--- config.mk ---
export PLATFORM = sky130hd
export DESIGN_NAME = slfs_supervisor
export DESIGN_NICKNAME = d
export VERILOG_FILES = /design/src/slfs_pkg.sv /design/src/slfs_supervisor.sv /design/src/slfs_deglitch.sv
export SDC_FILE = /design/constraint.sdc
export NUM_CORES = 1
export LEC_CHECK = 0
export ABC_AREA = 1
export ABC_CLOCK_PERIOD_IN_PS = 1700
export BUFFER_PORTS_ARGS = -buffer_cell sky130_fd_sc_hd__buf_2
export CORE_AREA = 3 3 152 183
export DETAILED_ROUTE_END_ITERATION = 6
export DIE_AREA = 0 0 155 186
export PLACE_DENSITY = 0.45
export RECOVER_POWER = 25
export SYNTH_ARGS = -nofsm -noshare
export SYNTH_HDL_FRONTEND = slang
export SYNTH_HIERARCHICAL = 1
export SYNTH_SLANG_ARGS = --single-unit
--- constraint.sdc ---
create_clock -name clk_in -period 1.7 [get_ports clk_in]
set_clock_uncertainty 0.05 [all_clocks]
set_input_delay 0.085 -clock clk_in [delete_from_list [all_inputs] [get_ports clk_in]]
set_output_delay 0.085 -clock clk_in [all_outputs]
set_load 0.01 [all_outputs]
--- src/slfs_pkg.sv ---
// Constants, timing figures and types shared by the link fail supervisor.
// Assumes a single 100 MHz clock; all slow timing runs on a 1 us tick.
package slfs_pkg;

  // ************************************************
  // Clock and tick
  // ************************************************
  localparam int CLK_MHZ = 100;
  localparam int TICK_US = 1;
  localparam int TICK_CYCLES = CLK_MHZ * TICK_US;
  localparam int TICK_W = 7;

  // ************************************************
  // Timing figures and derived tick counts
  // ************************************************
  localparam int WD_SHORT_MS = 32;
  localparam int WD_LONG_MS = 128;
  localparam int WD_SHORT_TICKS = (WD_SHORT_MS * 1000) / TICK_US;
  localparam int WD_LONG_TICKS = (WD_LONG_MS * 1000) / TICK_US;
  localparam int IN_DGL_US = 200;
  localparam int IN_DGL_TICKS = IN_DGL_US / TICK_US;
  localparam int RST_DGL_US = 10;
  localparam int RST_DGL_TICKS = RST_DGL_US / TICK_US;
  localparam int CLK_DGL_US = 2;
  localparam int CLK_DGL_TICKS = CLK_DGL_US / TICK_US;
  localparam int CLK_LOW_HZ = 100;
  localparam int CLK_LOW_TICKS = 1000000 / (CLK_LOW_HZ * TICK_US);
  localparam int CNT_W = 17;
  localparam int DGL_W = 8;

  // ************************************************
  // Frame layout and status word
  // ************************************************
  localparam int FRAME_W = 16;
  localparam int BIT_CNT_W = 4;
  localparam int FRAME_WD_BIT = 15;
  localparam int FRAME_ADDR_MSB = 14;
  localparam int FRAME_ADDR_LSB = 12;
  localparam int FRAME_READ_BIT = 11;
  localparam int FRAME_CH6_BIT = 5;
  localparam int ADDR_W = 3;
  localparam logic [ADDR_W-1:0] ADDR_QUICK_STATUS_1 = 3'h1;
  localparam logic [ADDR_W-1:0] ADDR_INPUT_DATA = 3'h2;
  localparam int STAT7_COMM_FAIL_BIT = 15;
  localparam int STAT7_FAIL_INPUT_BIT = 14;
  localparam int STAT7_CLK_FAIL_BIT = 13;
  localparam int STAT7_FAIL_MODE_BIT = 12;
  localparam int NUM_CH = 4;
  localparam int PIN_W = 10;

  typedef enum logic [1:0] {
    MODE_SLEEP,
    MODE_NORMAL,
    MODE_FAIL
  } slfs_mode_e;

endpackage

--- src/slfs_supervisor.sv ---
// Link fail supervisor: serial frame checks, watchdog, input deglitch,
// clock monitor, mode control and output steering.
// Assumes slave serial mode 0 (sample on rising sclk) and pins from other domains.
// Operation
// - Non-inverted watchdog toggle bit forces Fail
// - No valid frame within watchdog period forces Fail
// - Frame length not multiple of sixteen fails
// - Stuck input or lost supply seen as toggle
// - Communication fault sets flag in status seven
// - Flag held in Fail, cleared leaving Fail for Normal
// - Low pass filter on direct, fail, reset, clock
// - Fail and direct inputs deglitched on both edges
// - Long fail-force high raises request, enters Fail
// - Long direct input high drives its channel
// - Reset input deglitched on falling edge only
// - Clock deglitched; too fast clock means failure
// - Low frequency clock monitor starts at reset rise
// - Failed clock: channel control alone, else duty
// - Clock failure latched until gone and read
// - External switch follows channel six in Normal
// - External switch off in Sleep and Fail
// - In Fail channels follow filtered direct inputs
// - Fail-force input state readable in status seven
`timescale 1ns/1ns
module slfs_supervisor #(
  parameter int WD_SHORT_TICKS = slfs_pkg::WD_SHORT_TICKS,
  parameter int WD_LONG_TICKS = slfs_pkg::WD_LONG_TICKS,
  parameter int IN_DGL_TICKS = slfs_pkg::IN_DGL_TICKS,
  parameter int CLK_LOW_TICKS = slfs_pkg::CLK_LOW_TICKS
) (
  input wire logic clk_in,
  input wire logic rst_n_in,
  input wire logic sclk_in,
  input wire logic chip_select_low_in,
  input wire logic mosi_in,
  input wire logic link_clock_in,
  input wire logic wake_reset_input_in,
  input wire logic fail_force_in,
  input wire logic [slfs_pkg::NUM_CH-1:0] direct_channel_input_in,
  input wire logic watchdog_period_select_in,
  input wire logic [slfs_pkg::NUM_CH-1:0] channel_control_signal_in,
  input wire logic [slfs_pkg::NUM_CH-1:0] pwm_in,
  output logic miso_out,
  output logic miso_oe_out,
  output logic [slfs_pkg::NUM_CH-1:0] channel_out,
  output logic external_switch_control_out,
  output logic fail_mode_out,
  output logic sleep_mode_out,
  output logic comm_failure_flag_out,
  output logic clock_fail_out,
  output logic filtered_fail_request_out
);

  // ************************************************
  // Tick divider and pin synchronisers
  // ************************************************
  logic [slfs_pkg::TICK_W-1:0] tick_cnt;
  logic [slfs_pkg::TICK_W-1:0] next_tick_cnt;
  logic tick;
  logic next_tick;
  logic [slfs_pkg::PIN_W-1:0] sync1;
  logic [slfs_pkg::PIN_W-1:0] sync2;
  logic [slfs_pkg::PIN_W-1:0] sync3;
  logic [slfs_pkg::PIN_W-1:0] pin_clean;
  logic [slfs_pkg::PIN_W-1:0] next_pin_clean;
  logic sclk_c;
  logic cs_c;
  logic mosi_c;
  logic lclk_c;
  logic wake_reset_input_c;
  logic limp_c;
  logic [slfs_pkg::NUM_CH-1:0] din_c;

  always_comb begin
    next_tick = 1'b0;
    next_tick_cnt = tick_cnt + 1'b1;
    if (tick_cnt == slfs_pkg::TICK_W'(slfs_pkg::TICK_CYCLES - 1)) begin
      next_tick_cnt = '0;
      next_tick = 1'b1;
    end
    // A bit moves only once the second and third stage agree
    next_pin_clean = (pin_clean & (sync2 ^ sync3)) | (sync3 & ~(sync2 ^ sync3));
  end

  always_ff @(posedge clk_in) begin
    if (!rst_n_in) begin
      tick_cnt <= '0;
      tick <= 1'b0;
      sync1 <= '0;
      sync2 <= '0;
      sync3 <= '0;
      pin_clean <= '0;
    end else begin
      tick_cnt <= next_tick_cnt;
      tick <= next_tick;
      sync1 <= {sclk_in, chip_select_low_in, mosi_in, link_clock_in,
                wake_reset_input_in, fail_force_in, direct_channel_input_in};
      sync2 <= sync1;
      sync3 <= sync2;
      pin_clean <= next_pin_clean;
    end
  end

  assign {sclk_c, cs_c, mosi_c, lclk_c, wake_reset_input_c, limp_c, din_c} = pin_clean;

  // ************************************************
  // Deglitchers
  // ************************************************
  logic filtered_fail_request;
  logic [slfs_pkg::NUM_CH-1:0] filtered_direct_input;
  logic wake_reset_input_f;
  logic lclk_f;

  slfs_deglitch #(.DGL_TICKS(IN_DGL_TICKS), .FALL_ONLY(1'b0)) u_dgl_fail (
    .clk_in(clk_in), .rst_n_in(rst_n_in), .tick_in(tick),
    .raw_in(limp_c), .filt_out(filtered_fail_request));

  for (genvar i = 0; i < slfs_pkg::NUM_CH; i++) begin : g_din
    slfs_deglitch #(.DGL_TICKS(IN_DGL_TICKS), .FALL_ONLY(1'b0)) u_dgl_din (
      .clk_in(clk_in), .rst_n_in(rst_n_in), .tick_in(tick),
      .raw_in(din_c[i]), .filt_out(filtered_direct_input[i]));
  end

  slfs_deglitch #(.DGL_TICKS(slfs_pkg::RST_DGL_TICKS), .FALL_ONLY(1'b1)) u_dgl_rst (
    .clk_in(clk_in), .rst_n_in(rst_n_in), .tick_in(tick),
    .raw_in(wake_reset_input_c), .filt_out(wake_reset_input_f));

  // Too fast a clock never gets through, so the low limit catches it
  slfs_deglitch #(.DGL_TICKS(slfs_pkg::CLK_DGL_TICKS), .FALL_ONLY(1'b0)) u_dgl_clk (
    .clk_in(clk_in), .rst_n_in(rst_n_in), .tick_in(tick),
    .raw_in(lclk_c), .filt_out(lclk_f));

  // ************************************************
  // Serial frame engine
  // ************************************************
  slfs_pkg::slfs_mode_e mode;
  logic comm_failure_flag;
  logic clk_fail_latched;
  logic sclk_d;
  logic cs_d;
  logic any_bit;
  logic next_any_bit;
  logic [slfs_pkg::BIT_CNT_W-1:0] bit_cnt;
  logic [slfs_pkg::BIT_CNT_W-1:0] next_bit_cnt;
  logic [slfs_pkg::FRAME_W-1:0] rx_sr;
  logic [slfs_pkg::FRAME_W-1:0] next_rx_sr;
  logic [slfs_pkg::FRAME_W-1:0] tx_sr;
  logic [slfs_pkg::FRAME_W-1:0] next_tx_sr;
  logic [slfs_pkg::FRAME_W-1:0] stat7;
  logic cs_rise;

  assign cs_rise = cs_c && !cs_d;

  always_comb begin
    stat7 = '0;
    stat7[slfs_pkg::STAT7_COMM_FAIL_BIT] = comm_failure_flag;
    stat7[slfs_pkg::STAT7_FAIL_INPUT_BIT] = filtered_fail_request;
    stat7[slfs_pkg::STAT7_CLK_FAIL_BIT] = clk_fail_latched;
    stat7[slfs_pkg::STAT7_FAIL_MODE_BIT] = (mode == slfs_pkg::MODE_FAIL);
    next_any_bit = any_bit;
    next_bit_cnt = bit_cnt;
    next_rx_sr = rx_sr;
    next_tx_sr = tx_sr;
    if (!cs_c && cs_d) begin
      next_any_bit = 1'b0;
      next_bit_cnt = '0;
      next_tx_sr = stat7;
    end else if (!cs_c && sclk_c && !sclk_d) begin
      next_any_bit = 1'b1;
      next_bit_cnt = bit_cnt + 1'b1;
      next_rx_sr = {rx_sr[slfs_pkg::FRAME_W-2:0], mosi_c};
    end else if (!cs_c && !sclk_c && sclk_d) begin
      next_tx_sr = {tx_sr[slfs_pkg::FRAME_W-2:0], 1'b0};
    end
  end

  always_ff @(posedge clk_in) begin
    if (!rst_n_in) begin
      sclk_d <= 1'b0;
      cs_d <= 1'b0;
      any_bit <= 1'b0;
      bit_cnt <= '0;
      rx_sr <= '0;
      tx_sr <= '0;
    end else begin
      sclk_d <= sclk_c;
      cs_d <= cs_c;
      any_bit <= next_any_bit;
      bit_cnt <= next_bit_cnt;
      rx_sr <= next_rx_sr;
      tx_sr <= next_tx_sr;
    end
  end

  // ************************************************
  // Watchdog, clock monitor and mode control
  // ************************************************
  slfs_pkg::slfs_mode_e next_mode;
  logic next_comm_failure_flag;
  logic next_clk_fail_latched;
  logic prev_wd;
  logic next_prev_wd;
  logic ch6_on;
  logic next_ch6_on;
  logic wake_reset_input_d;
  logic lclk_d;
  logic [slfs_pkg::CNT_W-1:0] wd_cnt;
  logic [slfs_pkg::CNT_W-1:0] next_wd_cnt;
  logic [slfs_pkg::CNT_W-1:0] clk_cnt;
  logic [slfs_pkg::CNT_W-1:0] next_clk_cnt;
  logic [slfs_pkg::CNT_W-1:0] wd_limit;
  logic frame_ok;
  logic len_err;
  logic toggle_err;
  logic good_frame;
  logic wd_timeout;
  logic comm_fault;
  logic qs1_read;
  logic clk_cond;

  always_comb begin
    wd_limit = watchdog_period_select_in ? slfs_pkg::CNT_W'(WD_LONG_TICKS)
                                         : slfs_pkg::CNT_W'(WD_SHORT_TICKS);
    frame_ok = cs_rise && any_bit && (bit_cnt == '0);
    len_err = cs_rise && any_bit && (bit_cnt != '0);
    // No separate stuck-input or supply check: both surface here
    toggle_err = frame_ok && (rx_sr[slfs_pkg::FRAME_WD_BIT] == prev_wd);
    good_frame = frame_ok && !toggle_err;
    wd_timeout = (mode == slfs_pkg::MODE_NORMAL) && tick
                 && (wd_cnt == wd_limit - 1'b1);
    comm_fault = (mode != slfs_pkg::MODE_SLEEP) && (len_err || toggle_err || wd_timeout);
    qs1_read = good_frame && rx_sr[slfs_pkg::FRAME_READ_BIT]
               && (rx_sr[slfs_pkg::FRAME_ADDR_MSB:slfs_pkg::FRAME_ADDR_LSB]
                   == slfs_pkg::ADDR_QUICK_STATUS_1);
    clk_cond = (clk_cnt >= slfs_pkg::CNT_W'(CLK_LOW_TICKS));
    next_prev_wd = frame_ok ? rx_sr[slfs_pkg::FRAME_WD_BIT] : prev_wd;
    next_ch6_on = ch6_on;
    if (good_frame && !rx_sr[slfs_pkg::FRAME_READ_BIT]
        && (rx_sr[slfs_pkg::FRAME_ADDR_MSB:slfs_pkg::FRAME_ADDR_LSB]
            == slfs_pkg::ADDR_INPUT_DATA)) begin
      next_ch6_on = rx_sr[slfs_pkg::FRAME_CH6_BIT];
    end
    next_wd_cnt = wd_cnt + 1'b1;
    if (mode != slfs_pkg::MODE_NORMAL || good_frame || wd_timeout) begin
      next_wd_cnt = '0;
    end else if (!tick) begin
      next_wd_cnt = wd_cnt;
    end
    next_clk_cnt = clk_cnt;
    if (!wake_reset_input_f || (wake_reset_input_f && !wake_reset_input_d) || (lclk_f && !lclk_d)) begin
      next_clk_cnt = '0;
    end else if (tick && !clk_cond) begin
      next_clk_cnt = clk_cnt + 1'b1;
    end
    next_clk_fail_latched = clk_cond || (clk_fail_latched && !qs1_read);
    next_mode = mode;
    unique case (mode)
      slfs_pkg::MODE_SLEEP: begin
        if (wake_reset_input_f) begin
          next_mode = slfs_pkg::MODE_NORMAL;
        end
      end
      slfs_pkg::MODE_NORMAL: begin
        if (comm_fault || filtered_fail_request) begin
          next_mode = slfs_pkg::MODE_FAIL;
        end
      end
      slfs_pkg::MODE_FAIL: begin
        if (good_frame && !filtered_fail_request && !comm_fault) begin
          next_mode = slfs_pkg::MODE_NORMAL;
        end
      end
    endcase
    if (!wake_reset_input_f) begin
      next_mode = slfs_pkg::MODE_SLEEP;
    end
    next_comm_failure_flag = comm_failure_flag;
    if (mode == slfs_pkg::MODE_FAIL && next_mode == slfs_pkg::MODE_NORMAL) begin
      next_comm_failure_flag = 1'b0;
    end
    if (comm_fault) begin
      next_comm_failure_flag = 1'b1;
    end
  end

  always_ff @(posedge clk_in) begin
    if (!rst_n_in) begin
      mode <= slfs_pkg::MODE_SLEEP;
      comm_failure_flag <= 1'b0;
      clk_fail_latched <= 1'b0;
      prev_wd <= 1'b0;
      ch6_on <= 1'b0;
      wake_reset_input_d <= 1'b0;
      lclk_d <= 1'b0;
      wd_cnt <= '0;
      clk_cnt <= '0;
    end else begin
      mode <= next_mode;
      comm_failure_flag <= next_comm_failure_flag;
      clk_fail_latched <= next_clk_fail_latched;
      prev_wd <= next_prev_wd;
      ch6_on <= next_ch6_on;
      wake_reset_input_d <= wake_reset_input_f;
      lclk_d <= lclk_f;
      wd_cnt <= next_wd_cnt;
      clk_cnt <= next_clk_cnt;
    end
  end

  // ************************************************
  // Output steering
  // ************************************************
  logic [slfs_pkg::NUM_CH-1:0] next_channel;

  always_comb begin
    unique case (mode)
      slfs_pkg::MODE_FAIL: next_channel = filtered_direct_input;
      slfs_pkg::MODE_NORMAL: next_channel = clk_cond ? channel_control_signal_in
                                  : (channel_control_signal_in & pwm_in);
      slfs_pkg::MODE_SLEEP: next_channel = '0;
    endcase
  end

  always_ff @(posedge clk_in) begin
    if (!rst_n_in) begin
      channel_out <= '0;
      external_switch_control_out <= 1'b0;
      miso_out <= 1'b0;
      miso_oe_out <= 1'b0;
      fail_mode_out <= 1'b0;
      sleep_mode_out <= 1'b1;
      comm_failure_flag_out <= 1'b0;
      clock_fail_out <= 1'b0;
      filtered_fail_request_out <= 1'b0;
    end else begin
      channel_out <= next_channel;
      external_switch_control_out <= (mode == slfs_pkg::MODE_NORMAL) && ch6_on;
      miso_out <= tx_sr[slfs_pkg::FRAME_W-1];
      miso_oe_out <= !cs_c;
      fail_mode_out <= (mode == slfs_pkg::MODE_FAIL);
      sleep_mode_out <= (mode == slfs_pkg::MODE_SLEEP);
      comm_failure_flag_out <= comm_failure_flag;
      clock_fail_out <= clk_fail_latched;
      filtered_fail_request_out <= filtered_fail_request;
    end
  end

  // ************************************************
  // Checks
  // ************************************************
  a_toggle_fault: assert property (@(posedge clk_in) disable iff (!rst_n_in)
    (mode == slfs_pkg::MODE_NORMAL && toggle_err && wake_reset_input_f)
    |=> (mode == slfs_pkg::MODE_FAIL && comm_failure_flag))
    else $error("missing toggle did not force fail");
  a_length_fault: assert property (@(posedge clk_in) disable iff (!rst_n_in)
    (mode == slfs_pkg::MODE_NORMAL && len_err && wake_reset_input_f) |=> mode == slfs_pkg::MODE_FAIL)
    else $error("length error did not force fail");
  a_wd_timeout: assert property (@(posedge clk_in) disable iff (!rst_n_in)
    (wd_timeout && wake_reset_input_f) |=> (mode == slfs_pkg::MODE_FAIL && wd_cnt == '0))
    else $error("watchdog timeout did not force fail");
  a_wd_restart: assert property (@(posedge clk_in) disable iff (!rst_n_in)
    (good_frame && mode == slfs_pkg::MODE_NORMAL) |=> wd_cnt == '0)
    else $error("good frame did not restart watchdog");
  a_flag_hold: assert property (@(posedge clk_in) disable iff (!rst_n_in)
    ($past(mode) == slfs_pkg::MODE_FAIL && mode == slfs_pkg::MODE_FAIL
     && $past(comm_failure_flag)) |-> comm_failure_flag)
    else $error("flag dropped while in fail");
  a_flag_clear: assert property (@(posedge clk_in) disable iff (!rst_n_in)
    ($past(mode) == slfs_pkg::MODE_FAIL && mode == slfs_pkg::MODE_NORMAL)
    |-> !comm_failure_flag)
    else $error("flag not cleared leaving fail");
  a_ext_switch_off: assert property (@(posedge clk_in) disable iff (!rst_n_in)
    (mode != slfs_pkg::MODE_NORMAL) |=> !external_switch_control_out)
    else $error("external switch on outside normal");
  a_clk_fail_latch: assert property (@(posedge clk_in) disable iff (!rst_n_in)
    (clk_fail_latched && !qs1_read) |=> clk_fail_latched)
    else $error("clock failure dropped without read");
  a_fail_request: assert property (@(posedge clk_in) disable iff (!rst_n_in)
    (filtered_fail_request && mode == slfs_pkg::MODE_NORMAL && wake_reset_input_f)
    |=> mode == slfs_pkg::MODE_FAIL)
    else $error("fail request did not enter fail");
  a_fail_direct: assert property (@(posedge clk_in) disable iff (!rst_n_in)
    (mode == slfs_pkg::MODE_FAIL) |=> channel_out == $past(filtered_direct_input))
    else $error("fail mode channel not from direct input");

endmodule

--- src/slfs_deglitch.sv ---
// One input deglitcher, symmetric or falling edge only.
// Assumes raw_in is already synchronised and tick_in is a one-cycle enable.
`timescale 1ns/1ns
module slfs_deglitch #(
  parameter int DGL_TICKS = 1,
  parameter bit FALL_ONLY = 1'b0
) (
  input wire logic clk_in,
  input wire logic rst_n_in,
  input wire logic tick_in,
  input wire logic raw_in,
  output logic filt_out
);

  logic [slfs_pkg::DGL_W-1:0] cnt;
  logic [slfs_pkg::DGL_W-1:0] next_cnt;
  logic next_filt;

  // ************************************************
  // Filter
  // ************************************************
  // A change must persist for the full time (only a fall when FALL_ONLY); any bounce restarts it
  always_comb begin
    next_cnt = cnt;
    next_filt = filt_out;
    if (raw_in == filt_out) begin
      next_cnt = '0;
    end else if (FALL_ONLY && raw_in) begin
      next_filt = 1'b1;
      next_cnt = '0;
    end else if (tick_in) begin
      if (cnt == slfs_pkg::DGL_W'(DGL_TICKS - 1)) begin
        next_filt = raw_in;
        next_cnt = '0;
      end else begin
        next_cnt = cnt + 1'b1;
      end
    end
  end

  always_ff @(posedge clk_in) begin
    if (!rst_n_in) begin
      cnt <= '0;
      filt_out <= 1'b0;
    end else begin
      cnt <= next_cnt;
      filt_out <= next_filt;
    end
  end

  a_rise_passes: assert property (@(posedge clk_in) disable iff (!rst_n_in)
    (FALL_ONLY && raw_in && !filt_out) |=> filt_out)
    else $error("rising edge was delayed");
  a_short_pulse_held: assert property (@(posedge clk_in) disable iff (!rst_n_in)
    (raw_in != filt_out && !tick_in && !(FALL_ONLY && raw_in)) |=> $stable(filt_out))
    else $error("filter output changed without a tick");

endmodule

* Word-level counts from Yosys, hierarchy flattened
Cells that the tools add are included.
** Storage, ports and cells
- Register bits after elaboration :: 192
- Bits in latches :: 0
- Memory bits (writable) :: 0
- Bits in read-only memories :: 0
- Output and inout bits :: 12
- Memories kept :: 0
** Operators by class
- $add $sub $neg :: 12
- $mul :: 0
- Divide/modulo/power cells :: 0
- $lt $le $gt $ge :: 1
- Equal/unequal tests :: 24
- Shift-type cells :: 0
- Multiplexer cells :: 23
- Bitwise logic cells :: 15
- Reduce and logical (&&, ||, !) cells :: 75
** Operators by type and width (number)
- $add 8x1->8 const B :: 7
- $mux 8 :: 7
- $mux 16 :: 3
- $eq 8x8->1 const B :: 5
- $add 17x1->17 const B :: 2
- $logic_and 1x1->1 :: 26
- $reduce_and 3->1 :: 7
- $and 10x10->10 :: 2
- $reduce_or 2->1 :: 10
- $eq 17x17->1 :: 1
- $ge 17x14->1 const B :: 1
- $mux 17 :: 1
- $sub 17x1->17 const B :: 1
- $logic_not 1->1 :: 13
- $pmux 4 s3 :: 1
- $not 10->10 :: 1
- $or 10x10->10 :: 1
- $reduce_bool 2->1 :: 5
- $xor 10x10->10 :: 1
- $not 1->1 :: 9
- $eq 1x1->1 :: 8
- $eq 8x1->1 const B :: 1
- $eq 8x4->1 const B :: 1
- $logic_or 1x1->1 :: 8
- 19 further kinds :: 28

* Depth between registers and ports, before layout
Gate-level depths: netlist of the first run.
- Word-level depth :: 17
- Gate-level depth with buffers :: 16

* By module
The synthesis of the first run kept the hierarchy.
** By module, submodules not included
- slfs_supervisor :: instances 1, cells each 653, area each 5118.7 µm²
- slfs_deglitch at g_din[0].u_dgl_din ... :: instances 5, cells each 68, area each 490.5 µm²
- slfs_deglitch at u_dgl_clk :: instances 1, cells each 80, area each 531.8 µm²
- slfs_deglitch at u_dgl_rst :: instances 1, cells each 71, area each 494.2 µm²

* Worst setup path before layout of the first run
No wires, ideal clock.
- Kind :: register to register
- Start :: register tick
- End :: register wd_cnt[9] (netlist name)
- Setup time :: 0.115 ns
- Data arrival time :: 1.423 ns
- Data required time :: 1.535 ns
- Setup slack :: 0.112 ns
- Cell stages (with the launch flop) :: 9
- Buffers on the path :: 0
- Cells stage by stage :: dfxtp_1 > inv_2 > nor2_1 > nand2_2 > nor2_2 > nand2_1 > nor2_1 > nor2_1 > o21a_1
** Between the ends
- Word-level cells in the longest chain between the ends :: 4
** Ends and longest elaborated chain
- start, declared :: RTL line slfs_supervisor.sv:59 : logic tick;
- start signal, assigned :: RTL line slfs_supervisor.sv:95 : tick <= next_tick;
- $logic_and 1x1->1 :: RTL line slfs_supervisor.sv:229 : wd_timeout = (mode == slfs_pkg::MODE_NORMAL) && tick
- $logic_and 1x1->1 :: RTL line slfs_supervisor.sv:230 : && (wd_cnt == wd_limit - 1'b1);
- $logic_or 1x1->1 :: RTL line slfs_supervisor.sv:244 : if (mode != slfs_pkg::MODE_NORMAL || good_frame || wd_timeout) begin
- $reduce_or 2->1 (no source line)
- end signal, assigned :: RTL line slfs_supervisor.sv:305 : wd_cnt <= next_wd_cnt;
- end, declared :: RTL line slfs_supervisor.sv:207 : logic [slfs_pkg::CNT_W-1:0] wd_cnt;
Parallel ways exist; a longest one is shown, timed or not.
A chain may end at the register's enable or synchronous reset.

* Worst setup path after layout of the first run
- Start :: register bit_cnt[1] (netlist name)
- End :: register comm_failure_flag
** Between the ends
- Word-level cells in the longest chain between the ends :: 14
- Elaborated cells on any way between the ends :: 22
** Ends and longest elaborated chain
- start, declared :: RTL line slfs_supervisor.sv:143 : logic [slfs_pkg::BIT_CNT_W-1:0] bit_cnt;
- start signal, assigned :: RTL line slfs_supervisor.sv:189 : bit_cnt <= next_bit_cnt;
- $logic_not 4->1 :: RTL line slfs_supervisor.sv:224 : frame_ok = cs_rise && any_bit && (bit_cnt == '0);
- $logic_and 1x1->1 :: RTL line slfs_supervisor.sv:224
- $logic_and 1x1->1 :: RTL line slfs_supervisor.sv:227 : toggle_err = frame_ok && (rx_sr[slfs_pkg::FRAME_WD_BIT] == prev_wd);
- $logic_or 1x1->1 (2 in a row) :: RTL line slfs_supervisor.sv:231 : comm_fault = (mode != slfs_pkg::MODE_SLEEP) && (len_err || toggle_err || wd_timeout);
- $logic_and 1x1->1 :: RTL line slfs_supervisor.sv:231
- $logic_not 1->1 :: RTL line slfs_supervisor.sv:269 : if (good_frame && !filtered_fail_request && !comm_fault) begin
- $logic_and 1x1->1 :: RTL line slfs_supervisor.sv:269
- $mux 2 :: RTL line slfs_supervisor.sv:269
- $pmux 2 s3 :: RTL line slfs_supervisor.sv:257 : unique case (mode)
- $mux 2 :: RTL line slfs_supervisor.sv:274 : if (!wake_reset_input_f) begin
- $eq 2x1->1 :: RTL line slfs_supervisor.sv:278 : if (mode == slfs_pkg::MODE_FAIL && next_mode == slfs_pkg::MODE_NORMAL) begin
- $logic_and 1x1->1 :: RTL line slfs_supervisor.sv:278
- $reduce_bool 2->1 (no source line)
- end signal, assigned :: RTL line slfs_supervisor.sv:299 : comm_failure_flag <= next_comm_failure_flag;
- end, declared :: RTL line slfs_supervisor.sv:137 : logic comm_failure_flag;
Parallel ways exist; a longest one is shown, timed or not.

==> flow_results.xml, run 1 <==
<?xml version="1.0" encoding="UTF-8"?>
<metrics>
  <group name="timing">
    <metric name="number_of_hold_violations_in_the_final_report" unit="">0</metric>
    <metric name="fin_crit_sh" unit="%">95.95</metric>
    <metric name="drv_slew" unit="">0</metric>
    <metric name="slew_headroom" unit="%">56.97</metric>
    <metric name="grt_setup_unrepaired" unit="">yes</metric>
    <metric name="setup_viol" unit="">0</metric>
    <metric name="period_minus_slack" unit="ps">1631</metric>
    <metric name="max_freq" unit="MHz">613.1</metric>
    <metric name="tightest_slew" unit="ps">644.8</metric>
  </group>
  <group name="finish">
    <metric name="multi_input_area" unit="mm²">0.003953</metric>
    <metric name="finalNetCount" unit="">1263</metric>
    <metric name="n_antenna_cell" unit="">0</metric>
    <metric name="area_growth_syn_to_layout" unit="%">18.85</metric>
    <metric name="regArea" unit="mm²">0.003854</metric>
    <metric name="layout_fillers" unit="">2717</metric>
    <metric name="fin_area" unit="mm²">0.01022</metric>
    <metric name="fraction_of_final_layout_cells_with_drive_strength_greater_than_1" unit="%">17.09</metric>
  </group>
  <group name="pwr">
    <metric name="power.switching" unit="µW">1878</metric>
    <metric name="totalPowerFinal" unit="µW">9039</metric>
    <metric name="clock_power_share" unit="%">47.8</metric>
    <metric name="comb_power_share" unit="%">1.8</metric>
    <metric name="seq_power_share" unit="%">50.3</metric>
    <metric name="netSwitchingFraction" unit="%">20.77</metric>
    <metric name="cellLeakagePower" unit="µW">0.004177</metric>
    <metric name="peakVddDrop" unit="µV">576.3</metric>
    <metric name="intPower" unit="µW">7161</metric>
    <metric name="p_per_area" unit="mW/mm²">884.6</metric>
  </group>
  <group name="worst_setup_path">
    <metric name="timing.rr.end" unit="">comm_failure_flag</metric>
    <metric name="critical_path.startpoint_type" unit="">flip-flop</metric>
    <metric name="levels_on_crit_path" unit="">15</metric>
    <metric name="reg2reg_from" unit="">bit_cnt[1]</metric>
    <metric name="worst_setup_path_category" unit="">reg -&gt; reg</metric>
    <metric name="cpPeakStageDelay" unit="ps">320</metric>
    <metric name="worst_ep_arrival_time" unit="ps">1910</metric>
    <metric name="critical_path_buffers_and_inverters" unit="">1</metric>
    <metric name="cp_cell_sequence" unit="">inv_1, ha_1, nand2_1, nor2_1, nand2_1, nand2_1, nand2_1, nand2_2, nand3_1, nand2_1, nand2_2, nand2_2, nand3_2, nand2_1, nand2_1</metric>
    <metric name="worst_path_dominant_cell_family" unit="">simple AND/OR/NAND/NOR gates</metric>
    <metric name="path_common_cell" unit="">sky130_fd_sc_hd__nand2_1</metric>
    <metric name="worst_r2r_path_depth" unit="">15</metric>
    <metric name="worst_path_max_delay_cell" unit="">sky130_fd_sc_hd__dfxtp_1</metric>
    <metric name="reg_to_reg_slack_setup" unit="ps">70</metric>
    <metric name="critical_path_capture_point_type" unit="">flip-flop</metric>
    <metric name="required_time_at_the_endpoint_of_the_critical_path" unit="ps">1980</metric>
    <metric name="largest_fanout_of_any_net_on_the_critical_path" unit="">3</metric>
  </group>
  <group name="die">
    <metric name="die_area" unit="mm²">0.02883</metric>
    <metric name="floorplan.die.height" unit="µm">186</metric>
    <metric name="die-width" unit="µm">155</metric>
    <metric name="floorplan.initialDensity" unit="%">32.73</metric>
    <metric name="top_level_ports" unit="">33</metric>
    <metric name="number_of_rows_in_the_core_area" unit="">65</metric>
    <metric name="core_region_area" unit="mm²">0.02627</metric>
  </group>
  <group name="clocking">
    <metric name="clockRootBuffer" unit="">sky130_fd_sc_hd__clkbuf_16</metric>
    <metric name="cts.clk_slew.worst_paths" unit="ps">70</metric>
    <metric name="ctsLongestPathBuffers" unit="">2</metric>
    <metric name="numClockSinks" unit="">192</metric>
    <metric name="clock_latency" unit="ps">430</metric>
    <metric name="clock_tree_from_tritoncts" unit="">built</metric>
    <metric name="cts_made_buffers" unit="">17</metric>
    <metric name="h-tree-depth" unit="">4</metric>
  </group>
  <group name="global_route">
    <metric name="via_count_of_the_first_global_routing_pass" unit="">6549</metric>
    <metric name="globalRoute.totalOverflow" unit="">0</metric>
    <metric name="global_route_wire_length_before_repair" unit="µm">29610</metric>
    <metric name="grt_start_max_net_pins" unit="">45</metric>
    <metric name="initial_antenna_violation_count" unit="">0</metric>
    <metric name="grt_use_total" unit="%">12.37</metric>
  </group>
  <group name="synthesis">
    <metric name="synth_enable_flop_cells" unit="">0</metric>
    <metric name="synth_cells" unit="">1144</metric>
    <metric name="postSynthAreaPerCell" unit="µm²">7.515</metric>
    <metric name="dominantRegCellSynth" unit="">sky130_fd_sc_hd__dfxtp_1</metric>
    <metric name="main_combinational_cell_family_by_area_after_synthesis" unit="">simple AND/OR/NAND/NOR gates</metric>
    <metric name="synth-warning-count" unit="">6</metric>
    <metric name="seq_area_frac_synth" unit="%">44.71</metric>
    <metric name="synth-compound-area-share" unit="%">8.805</metric>
    <metric name="ys_seq_elements" unit="">192</metric>
    <metric name="synth_adder_area_share" unit="%">2.620</metric>
    <metric name="synth-async-reset-ratio" unit="%">0</metric>
    <metric name="postSynthNetCount" unit="">1183</metric>
    <metric name="synth_simple_gate_area_share" unit="%">29.62</metric>
    <metric name="yosys.cell_types.count" unit="">46</metric>
    <metric name="post_synth_instance_area" unit="mm²">0.008597</metric>
    <metric name="synth_mux_area_share" unit="%">0.5822</metric>
    <metric name="post_synth_xor_area_fraction" unit="%">3.871</metric>
  </group>
  <group name="placement">
    <metric name="detailedPlacementHpwl" unit="µm">12080</metric>
    <metric name="gpl.final_weighted_congestion" unit="">0.7784</metric>
    <metric name="placement.io_buffers" unit="">32</metric>
    <metric name="place_area" unit="mm²">0.009334</metric>
  </group>
  <group name="route">
    <metric name="vias_per_cell" unit="">4.324</metric>
    <metric name="initial_drt_pass_iterations" unit="">4</metric>
    <metric name="drc" unit="">0</metric>
    <metric name="drt_iter0_drc" unit="">250</metric>
    <metric name="drt.antenna.violating_nets" unit="">0</metric>
    <metric name="via_count" unit="">6788</metric>
    <metric name="route.final.wire_length" unit="µm">17040</metric>
    <metric name="avgRoutedWirePerCell" unit="µm">10.85</metric>
  </group>
  <group name="worst_hold_path">
    <metric name="hold_depth" unit="">4</metric>
    <metric name="hold_path_class" unit="">in -&gt; reg</metric>
    <metric name="hold_start" unit="">mosi_in</metric>
    <metric name="hold-path-endpoint" unit="">sync1[7]</metric>
  </group>
  <group name="flow_run">
    <metric name="max-cap-violations" unit="">0</metric>
  </group>
  <group name="status">
    <metric name="outcome" unit="">completed</metric>
  </group>
</metrics>
worst max path at each step:
stage | end | slack, ps | from
3_5_place_dp | comm_failure_flag | 30 | mode[1]
4_1_cts | comm_failure_flag | 6 | mode[1]
2_1_floorplan | wd_cnt[9] | 110 | tick
5_1_grt | comm_failure_flag | -100 | bit_cnt[1]
6_report | comm_failure_flag | 70 | bit_cnt[1]
3_3_place_gp | comm_failure_flag | 40 | mode[1]
cell families after synthesis:
logic type / count (synthesis)
xor gates and xnor gates: 38
AOI/OAI and AO/OA: 126
buffers and inverters: 207
DFF: 192
adders and majority gates: 18
and+or+nand+nor: 558
muxes: 5
what timing repair did:
item	4_1_cts	5_1_grt
setup buffers	0	2
hold buffers	19	0
gates resized for setup	0	17
endpoints found under the setup margin	0	7
hold endpoints to repair	16	0
synth_stat cells (2+ instances only):
master / instances / area share [%]
sky130_fd_sc_hd__a211oi_1: 2 / 0.17
sky130_fd_sc_hd__a21oi_1: 58 / 3.4
sky130_fd_sc_hd__a21oi_2: 7 / 0.71
sky130_fd_sc_hd__a21oi_4: 5 / 0.95
sky130_fd_sc_hd__a31oi_1: 3 / 0.22
sky130_fd_sc_hd__buf_1: 2 / 0.087
sky130_fd_sc_hd__buf_2: 3 / 0.17
sky130_fd_sc_hd__buf_4: 6 / 0.52
sky130_fd_sc_hd__buf_6: 3 / 0.39
sky130_fd_sc_hd__clkbuf_1: 6 / 0.26
sky130_fd_sc_hd__dfxtp_1: 192 / 45
sky130_fd_sc_hd__ha_1: 18 / 2.6
sky130_fd_sc_hd__inv_1: 168 / 7.3
sky130_fd_sc_hd__inv_2: 16 / 0.70
sky130_fd_sc_hd__mux2i_1: 5 / 0.58
sky130_fd_sc_hd__nand2_1: 255 / 11
sky130_fd_sc_hd__nand2_2: 15 / 1.1
sky130_fd_sc_hd__nand2_4: 2 / 0.26
sky130_fd_sc_hd__nand3_1: 52 / 3.0
sky130_fd_sc_hd__nand4_1: 14 / 1.0
sky130_fd_sc_hd__nor2_1: 139 / 6.1
sky130_fd_sc_hd__nor2_2: 38 / 2.8
sky130_fd_sc_hd__nor2_4: 9 / 1.2
sky130_fd_sc_hd__nor3_1: 15 / 0.87
sky130_fd_sc_hd__nor3_2: 4 / 0.47
sky130_fd_sc_hd__nor3_4: 2 / 0.38
sky130_fd_sc_hd__nor3b_1: 3 / 0.26
sky130_fd_sc_hd__nor4_1: 2 / 0.15
sky130_fd_sc_hd__nor4_2: 2 / 0.29
sky130_fd_sc_hd__o211ai_1: 5 / 0.44
sky130_fd_sc_hd__o21a_1: 3 / 0.26
sky130_fd_sc_hd__o21ai_0: 38 / 2.2
sky130_fd_sc_hd__o21bai_1: 2 / 0.17
sky130_fd_sc_hd__or2_2: 2 / 0.15
sky130_fd_sc_hd__xnor2_1: 15 / 1.5
sky130_fd_sc_hd__xor2_1: 23 / 2.3
placed cells by master (no fill, tap or decap), types with 3 or more instances in the layout:
| cell type | instances |
|---|---|
| sky130_fd_sc_hd__nand2_1 | 251 |
| sky130_fd_sc_hd__dfxtp_1 | 186 |
| sky130_fd_sc_hd__inv_1 | 167 |
| sky130_fd_sc_hd__nor2_1 | 138 |
| sky130_fd_sc_hd__a21oi_1 | 58 |
| sky130_fd_sc_hd__nand3_1 | 50 |
| sky130_fd_sc_hd__nor2_2 | 39 |
| sky130_fd_sc_hd__o21ai_0 | 38 |
| sky130_fd_sc_hd__buf_2 | 28 |
| sky130_fd_sc_hd__buf_4 | 26 |
| sky130_fd_sc_hd__xor2_1 | 23 |
| sky130_fd_sc_hd__nand2_2 | 19 |
| sky130_fd_sc_hd__dlygate4sd3_1 | 19 |
| sky130_fd_sc_hd__inv_2 | 17 |
| sky130_fd_sc_hd__ha_1 | 17 |
| sky130_fd_sc_hd__clkbuf_16 | 17 |
| sky130_fd_sc_hd__nor3_1 | 15 |
| sky130_fd_sc_hd__xnor2_1 | 15 |
| sky130_fd_sc_hd__nand4_1 | 14 |
| sky130_fd_sc_hd__nor2_4 | 9 |
| sky130_fd_sc_hd__a21oi_2 | 7 |
| sky130_fd_sc_hd__buf_12 | 6 |
| sky130_fd_sc_hd__o211ai_1 | 5 |
| sky130_fd_sc_hd__dfxtp_2 | 5 |
| sky130_fd_sc_hd__a21oi_4 | 5 |
| sky130_fd_sc_hd__mux2i_1 | 5 |
| sky130_fd_sc_hd__nor3_2 | 4 |
| sky130_fd_sc_hd__inv_6 | 4 |
| sky130_fd_sc_hd__bufinv_16 | 4 |
| sky130_fd_sc_hd__a31oi_1 | 3 |
| sky130_fd_sc_hd__nand3_2 | 3 |
| sky130_fd_sc_hd__o21a_1 | 3 |
| sky130_fd_sc_hd__nor4_2 | 3 |
| sky130_fd_sc_hd__nor3b_1 | 3 |
| sky130_fd_sc_hd__clkbuf_1 | 3 |
worst reg2reg max path, delay by kind of cell (launching register included):
family                     cells  cell delay, ps
and+or+nand+nor               13             910
buffers and inverters          1              90
adders and majority gates      1             140
DFF                            1             320
power by group through the flow:
stage / Combinational [µW] / Sequential, µW / Clock, µW
global route: 191 / 4550 / 4650
detailed placement: 135 / 4660 / 0
global placement: 134 / 4660 / 0
floorplan: 69.7 / 4650 / 0
CTS: 169 / 4550 / 4510
finish: 165 / 4550 / 4320
metal layers:
layer / routed length [µm] / GRT usage, %
met5: 0 / 0
met4: 192 / 3.922
met3: 316 / 2.442
met2: 8426 / 22.58
met1: 8102 / 14.54
metrics by stage:
step / utilization [%] / TNS [ps] / worst slack (ps) / cells / hold slack, ps
finish: 38.90 / 0 / 68.88 / 1570 / 313.6
global route: 38.90 / -152.3 / -103.6 / 1570 / 328.6
detailed placement: 35.53 / 0 / 34.26 / 1519 / 225.1
global placement: 35.53 / 0 / 44.91 / 1519 / 223.6
CTS: 38.66 / 0 / 5.751 / 1568 / 293.1
floorplan: - / 0 / 111.9 / 1144 / 132.6
registers in the layout (all words and copies together), names as in the netlist, 7 cells and up, named ones only:
register	cells
rx_sr	16
clk_cnt	17
sync1	10
g_din.u_dgl_din/cnt	32
wd_cnt	17
tick_cnt	7
sync2	10
u_dgl_rst/cnt	8
sync3	10
u_dgl_fail/cnt	8
u_dgl_clk/cnt	8
area by class of cell:
class	instances	area share [%]
Clock buffer	19	4.433
Multi-Input combinational cell	745	38.68
Inverter	186	6.882
Sequential cell	192	37.72
Clock inverter	11	1.751
Tap cell	335	4.102
Timing Repair Buffer	82	6.429
No activity file was read; power rests on OpenSTA's default activity.
==> run 2, diff against run 1 <==
--- a/config.mk
+++ b/config.mk
@@ -6,12 +6,11 @@
 export NUM_CORES = 1
 export LEC_CHECK = 0
 export ABC_AREA = 1
-export ABC_CLOCK_PERIOD_IN_PS = 1700
+export ABC_CLOCK_PERIOD_IN_PS = 1350
 export BUFFER_PORTS_ARGS = -buffer_cell sky130_fd_sc_hd__buf_2
 export CORE_AREA = 3 3 152 183
 export DETAILED_ROUTE_END_ITERATION = 6
 export DIE_AREA = 0 0 155 186
-export PLACE_DENSITY = 0.45
 export RECOVER_POWER = 25
 export SYNTH_ARGS = -nofsm -noshare
 export SYNTH_HDL_FRONTEND = slang
==> constraint.sdc (replaced) <==
create_clock -name clk_in -period 1.35 [get_ports clk_in]
set_clock_uncertainty 0.05 [all_clocks]
set_input_delay 0.0675 -clock clk_in [delete_from_list [all_inputs] [get_ports clk_in]]
set_output_delay 0.0675 -clock clk_in [all_outputs]
set_load 0.01 [all_outputs]
==> flow_results.xml, run 2 (synthesized netlist as in run 1, its figures left out) <==
<?xml version="1.0" encoding="UTF-8"?>
<metrics>
  <group name="timing">
    <metric name="slew_headroom" unit="%">59.15</metric>
    <metric name="worst_slack" unit="ps">-262.7</metric>
    <metric name="setup_total_negative_slack" unit="ps">-6377</metric>
    <metric name="fin_worst_hold_slack" unit="ps">127.1</metric>
    <metric name="max_freq" unit="MHz">620.1</metric>
    <metric name="tightest_slew" unit="ps">612.8</metric>
    <metric name="setup_viol" unit="">54</metric>
    <metric name="period_minus_slack" unit="ps">1613</metric>
    <metric name="grt_setup_unrepaired" unit="">yes</metric>
    <metric name="drv_slew" unit="">0</metric>
    <metric name="number_of_hold_violations_in_the_final_report" unit="">0</metric>
    <metric name="fin_crit_sh" unit="%">119.5</metric>
  </group>
  <group name="die">
    <metric name="floorplan.initialDensity" unit="%">32.73</metric>
    <metric name="floorplan.die.height" unit="µm">186</metric>
    <metric name="die-width" unit="µm">155</metric>
    <metric name="die_area" unit="mm²">0.02883</metric>
    <metric name="core_region_area" unit="mm²">0.02627</metric>
    <metric name="number_of_rows_in_the_core_area" unit="">65</metric>
    <metric name="top_level_ports" unit="">33</metric>
  </group>
  <group name="route">
    <metric name="via_count" unit="">7322</metric>
    <metric name="drt_iter0_drc" unit="">312</metric>
    <metric name="drt.antenna.violating_nets" unit="">0</metric>
    <metric name="drc" unit="">0</metric>
    <metric name="route.final.wire_length" unit="µm">18330</metric>
    <metric name="vias_per_cell" unit="">4.379</metric>
    <metric name="avgRoutedWirePerCell" unit="µm">10.96</metric>
    <metric name="initial_drt_pass_iterations" unit="">4</metric>
  </group>
  <group name="finish">
    <metric name="area_growth_syn_to_layout" unit="%">36.89</metric>
    <metric name="finalNetCount" unit="">1363</metric>
    <metric name="fin_area" unit="mm²">0.01177</metric>
    <metric name="finish.utilization" unit="%">44.80</metric>
    <metric name="largest_reg_flops" unit="">32</metric>
    <metric name="n_antenna_cell" unit="">0</metric>
    <metric name="layout_fillers" unit="">2541</metric>
    <metric name="largestRegisters" unit="">g_din.u_dgl_din/cnt (32), clk_cnt (17), wd_cnt (17)</metric>
    <metric name="fraction_of_final_layout_cells_with_drive_strength_greater_than_1" unit="%">33.21</metric>
    <metric name="most_used_cells_in_the_layout_excluding_fill_and_tap_cells" unit="">sky130_fd_sc_hd__nand2_1 (207), sky130_fd_sc_hd__dfxtp_1 (173), sky130_fd_sc_hd__inv_1 (158)</metric>
    <metric name="registers.top_by_ff_count" unit="">g_din.u_dgl_din/cnt</metric>
    <metric name="mostFrequentLayoutCell" unit="">sky130_fd_sc_hd__nand2_1</metric>
  </group>
  <group name="worst_hold_path">
    <metric name="hold_start" unit="">rst_n_in</metric>
    <metric name="hold-path-endpoint" unit="">sync2[3]</metric>
    <metric name="hold_path_class" unit="">in -&gt; reg</metric>
    <metric name="hold_depth" unit="">4</metric>
  </group>
  <group name="pwr">
    <metric name="power.switching" unit="µW">2465</metric>
    <metric name="netSwitchingFraction" unit="%">22.64</metric>
    <metric name="peakVddDrop" unit="µV">741.1</metric>
    <metric name="cellLeakagePower" unit="µW">0.005031</metric>
    <metric name="p_per_area" unit="mW/mm²">925.4</metric>
    <metric name="intPower" unit="µW">8425</metric>
    <metric name="clock_power_share" unit="%">45.3</metric>
    <metric name="comb_power_share" unit="%">2.1</metric>
    <metric name="seq_power_share" unit="%">52.6</metric>
  </group>
  <group name="worst_setup_path">
    <metric name="worst_r2r_path_depth" unit="">15</metric>
    <metric name="timing.rr.end" unit="">comm_failure_flag</metric>
    <metric name="worst_setup_sp" unit="">bit_cnt[0]</metric>
    <metric name="reg2reg_from" unit="">bit_cnt[0]</metric>
    <metric name="critical_path.startpoint_type" unit="">flip-flop</metric>
    <metric name="worst_setup_path_category" unit="">reg -&gt; reg</metric>
    <metric name="largest_fanout_of_any_net_on_the_critical_path" unit="">3</metric>
    <metric name="reg_to_reg_slack_setup" unit="ps">-260</metric>
    <metric name="critical_path_capture_point_type" unit="">flip-flop</metric>
    <metric name="worst_ep_arrival_time" unit="ps">1890</metric>
    <metric name="required_time_at_the_endpoint_of_the_critical_path" unit="ps">1630</metric>
  </group>
  <group name="global_route">
    <metric name="via_count_of_the_first_global_routing_pass" unit="">6801</metric>
    <metric name="grt_use_total" unit="%">12.36</metric>
    <metric name="global_route_wire_length_before_repair" unit="µm">29860</metric>
    <metric name="grt_start_max_net_pins" unit="">50</metric>
    <metric name="initial_antenna_violation_count" unit="">0</metric>
    <metric name="globalRoute.totalOverflow" unit="">0</metric>
  </group>
  <group name="clocking">
    <metric name="cts_made_buffers" unit="">17</metric>
    <metric name="ctsLongestPathBuffers" unit="">2</metric>
    <metric name="clock_tree_from_tritoncts" unit="">built</metric>
    <metric name="cts.clk_slew.worst_paths" unit="ps">70</metric>
    <metric name="clock_latency" unit="ps">430</metric>
    <metric name="clockRootBuffer" unit="">sky130_fd_sc_hd__clkbuf_16</metric>
    <metric name="h-tree-depth" unit="">4</metric>
    <metric name="numClockSinks" unit="">192</metric>
  </group>
  <group name="placement">
    <metric name="placement.io_buffers" unit="">32</metric>
    <metric name="place_area" unit="mm²">0.009945</metric>
    <metric name="gpl.final_weighted_congestion" unit="">0.8039</metric>
    <metric name="detailedPlacementHpwl" unit="µm">12330</metric>
  </group>
  <group name="status">
    <metric name="failed_checks" unit="">setup timing</metric>
    <metric name="outcome" unit="">finished with violations</metric>
  </group>
  <group name="flow_run">
    <metric name="max-cap-violations" unit="">0</metric>
  </group>
</metrics>
run 2: worst max-delay path by stage:
stage,endpoint,slack [ps],depth (start not counted)
6_report,comm_failure_flag,-260,15
5_1_grt,comm_failure_flag,-410,14
4_1_cts,comm_failure_flag,-230,16
3_5_place_dp,comm_failure_flag,-260,15
3_3_place_gp,comm_failure_flag,-220,16
2_1_floorplan,comm_failure_flag,-140,16
run 2: what timing repair did:
action	in CTS	in global routing
hold buffers	20	0
setup endpoints to repair	65	116
endpoints found under the hold margin	15	0
gates cloned	1	3
resized for setup	72	163
pin swaps	28	71
setup buffers	8	17
run 2: layout make-up:
class                           instances  area, µm²  area share [%]
Clock buffer                           17      425.4           3.615
Clock inverter                         15      150.1           1.276
Tap cell                              335      419.2           3.562
Multi-Input combinational cell        745       4636           39.39
Sequential cell                       192       3872           32.90
Inverter                              186      718.2           6.102
Timing Repair Buffer                  182       1548           13.15
run 2: stage by stage:
step           power, µW  setup slack [ps]  instances
2_1_floorplan       5943            -135.7       1144
3_3_place_gp        6032            -216.1       1593
3_5_place_dp        6035            -264.5       1593
4_1_cts            11040            -233.7       1654
5_1_grt            11330            -413.8       1672
6_report           10890            -262.7       1672
run 2: power groups by stage:
stage | registers [µW] | clock network [µW] | logic (µW)
after floorplan | 5860 | 0 | 88.1
after global placement | 5860 | 0 | 173
after detailed placement | 5860 | 0 | 175
after CTS | 5720 | 5100 | 218
after global routing | 5730 | 5330 | 258
final | 5730 | 4930 | 226
run 2: worst max-delay path, stage by stage (launching register included):
cell	delay (ps)
sky130_fd_sc_hd__dfxtp_2	330
sky130_fd_sc_hd__inv_2	70
sky130_fd_sc_hd__ha_4	140
sky130_fd_sc_hd__nand2_4	50
sky130_fd_sc_hd__nor2_4	110
sky130_fd_sc_hd__nand2_1	60
sky130_fd_sc_hd__nand2_1	80
sky130_fd_sc_hd__nand2_2	70
sky130_fd_sc_hd__nand2_2	110
sky130_fd_sc_hd__nand3_2	70
sky130_fd_sc_hd__nand2_1	70
sky130_fd_sc_hd__nand2_1	60
sky130_fd_sc_hd__nand2_1	80
sky130_fd_sc_hd__nand3_1	60
sky130_fd_sc_hd__nand2_1	50
sky130_fd_sc_hd__nand2_1	40
run 2: layer usage:
metal	part of all wire (%)	track usage (%)
met1	44	14.41
met2	52	22.85
met3	2.2	2.581
met4	0.86	3.428
met5	0	0
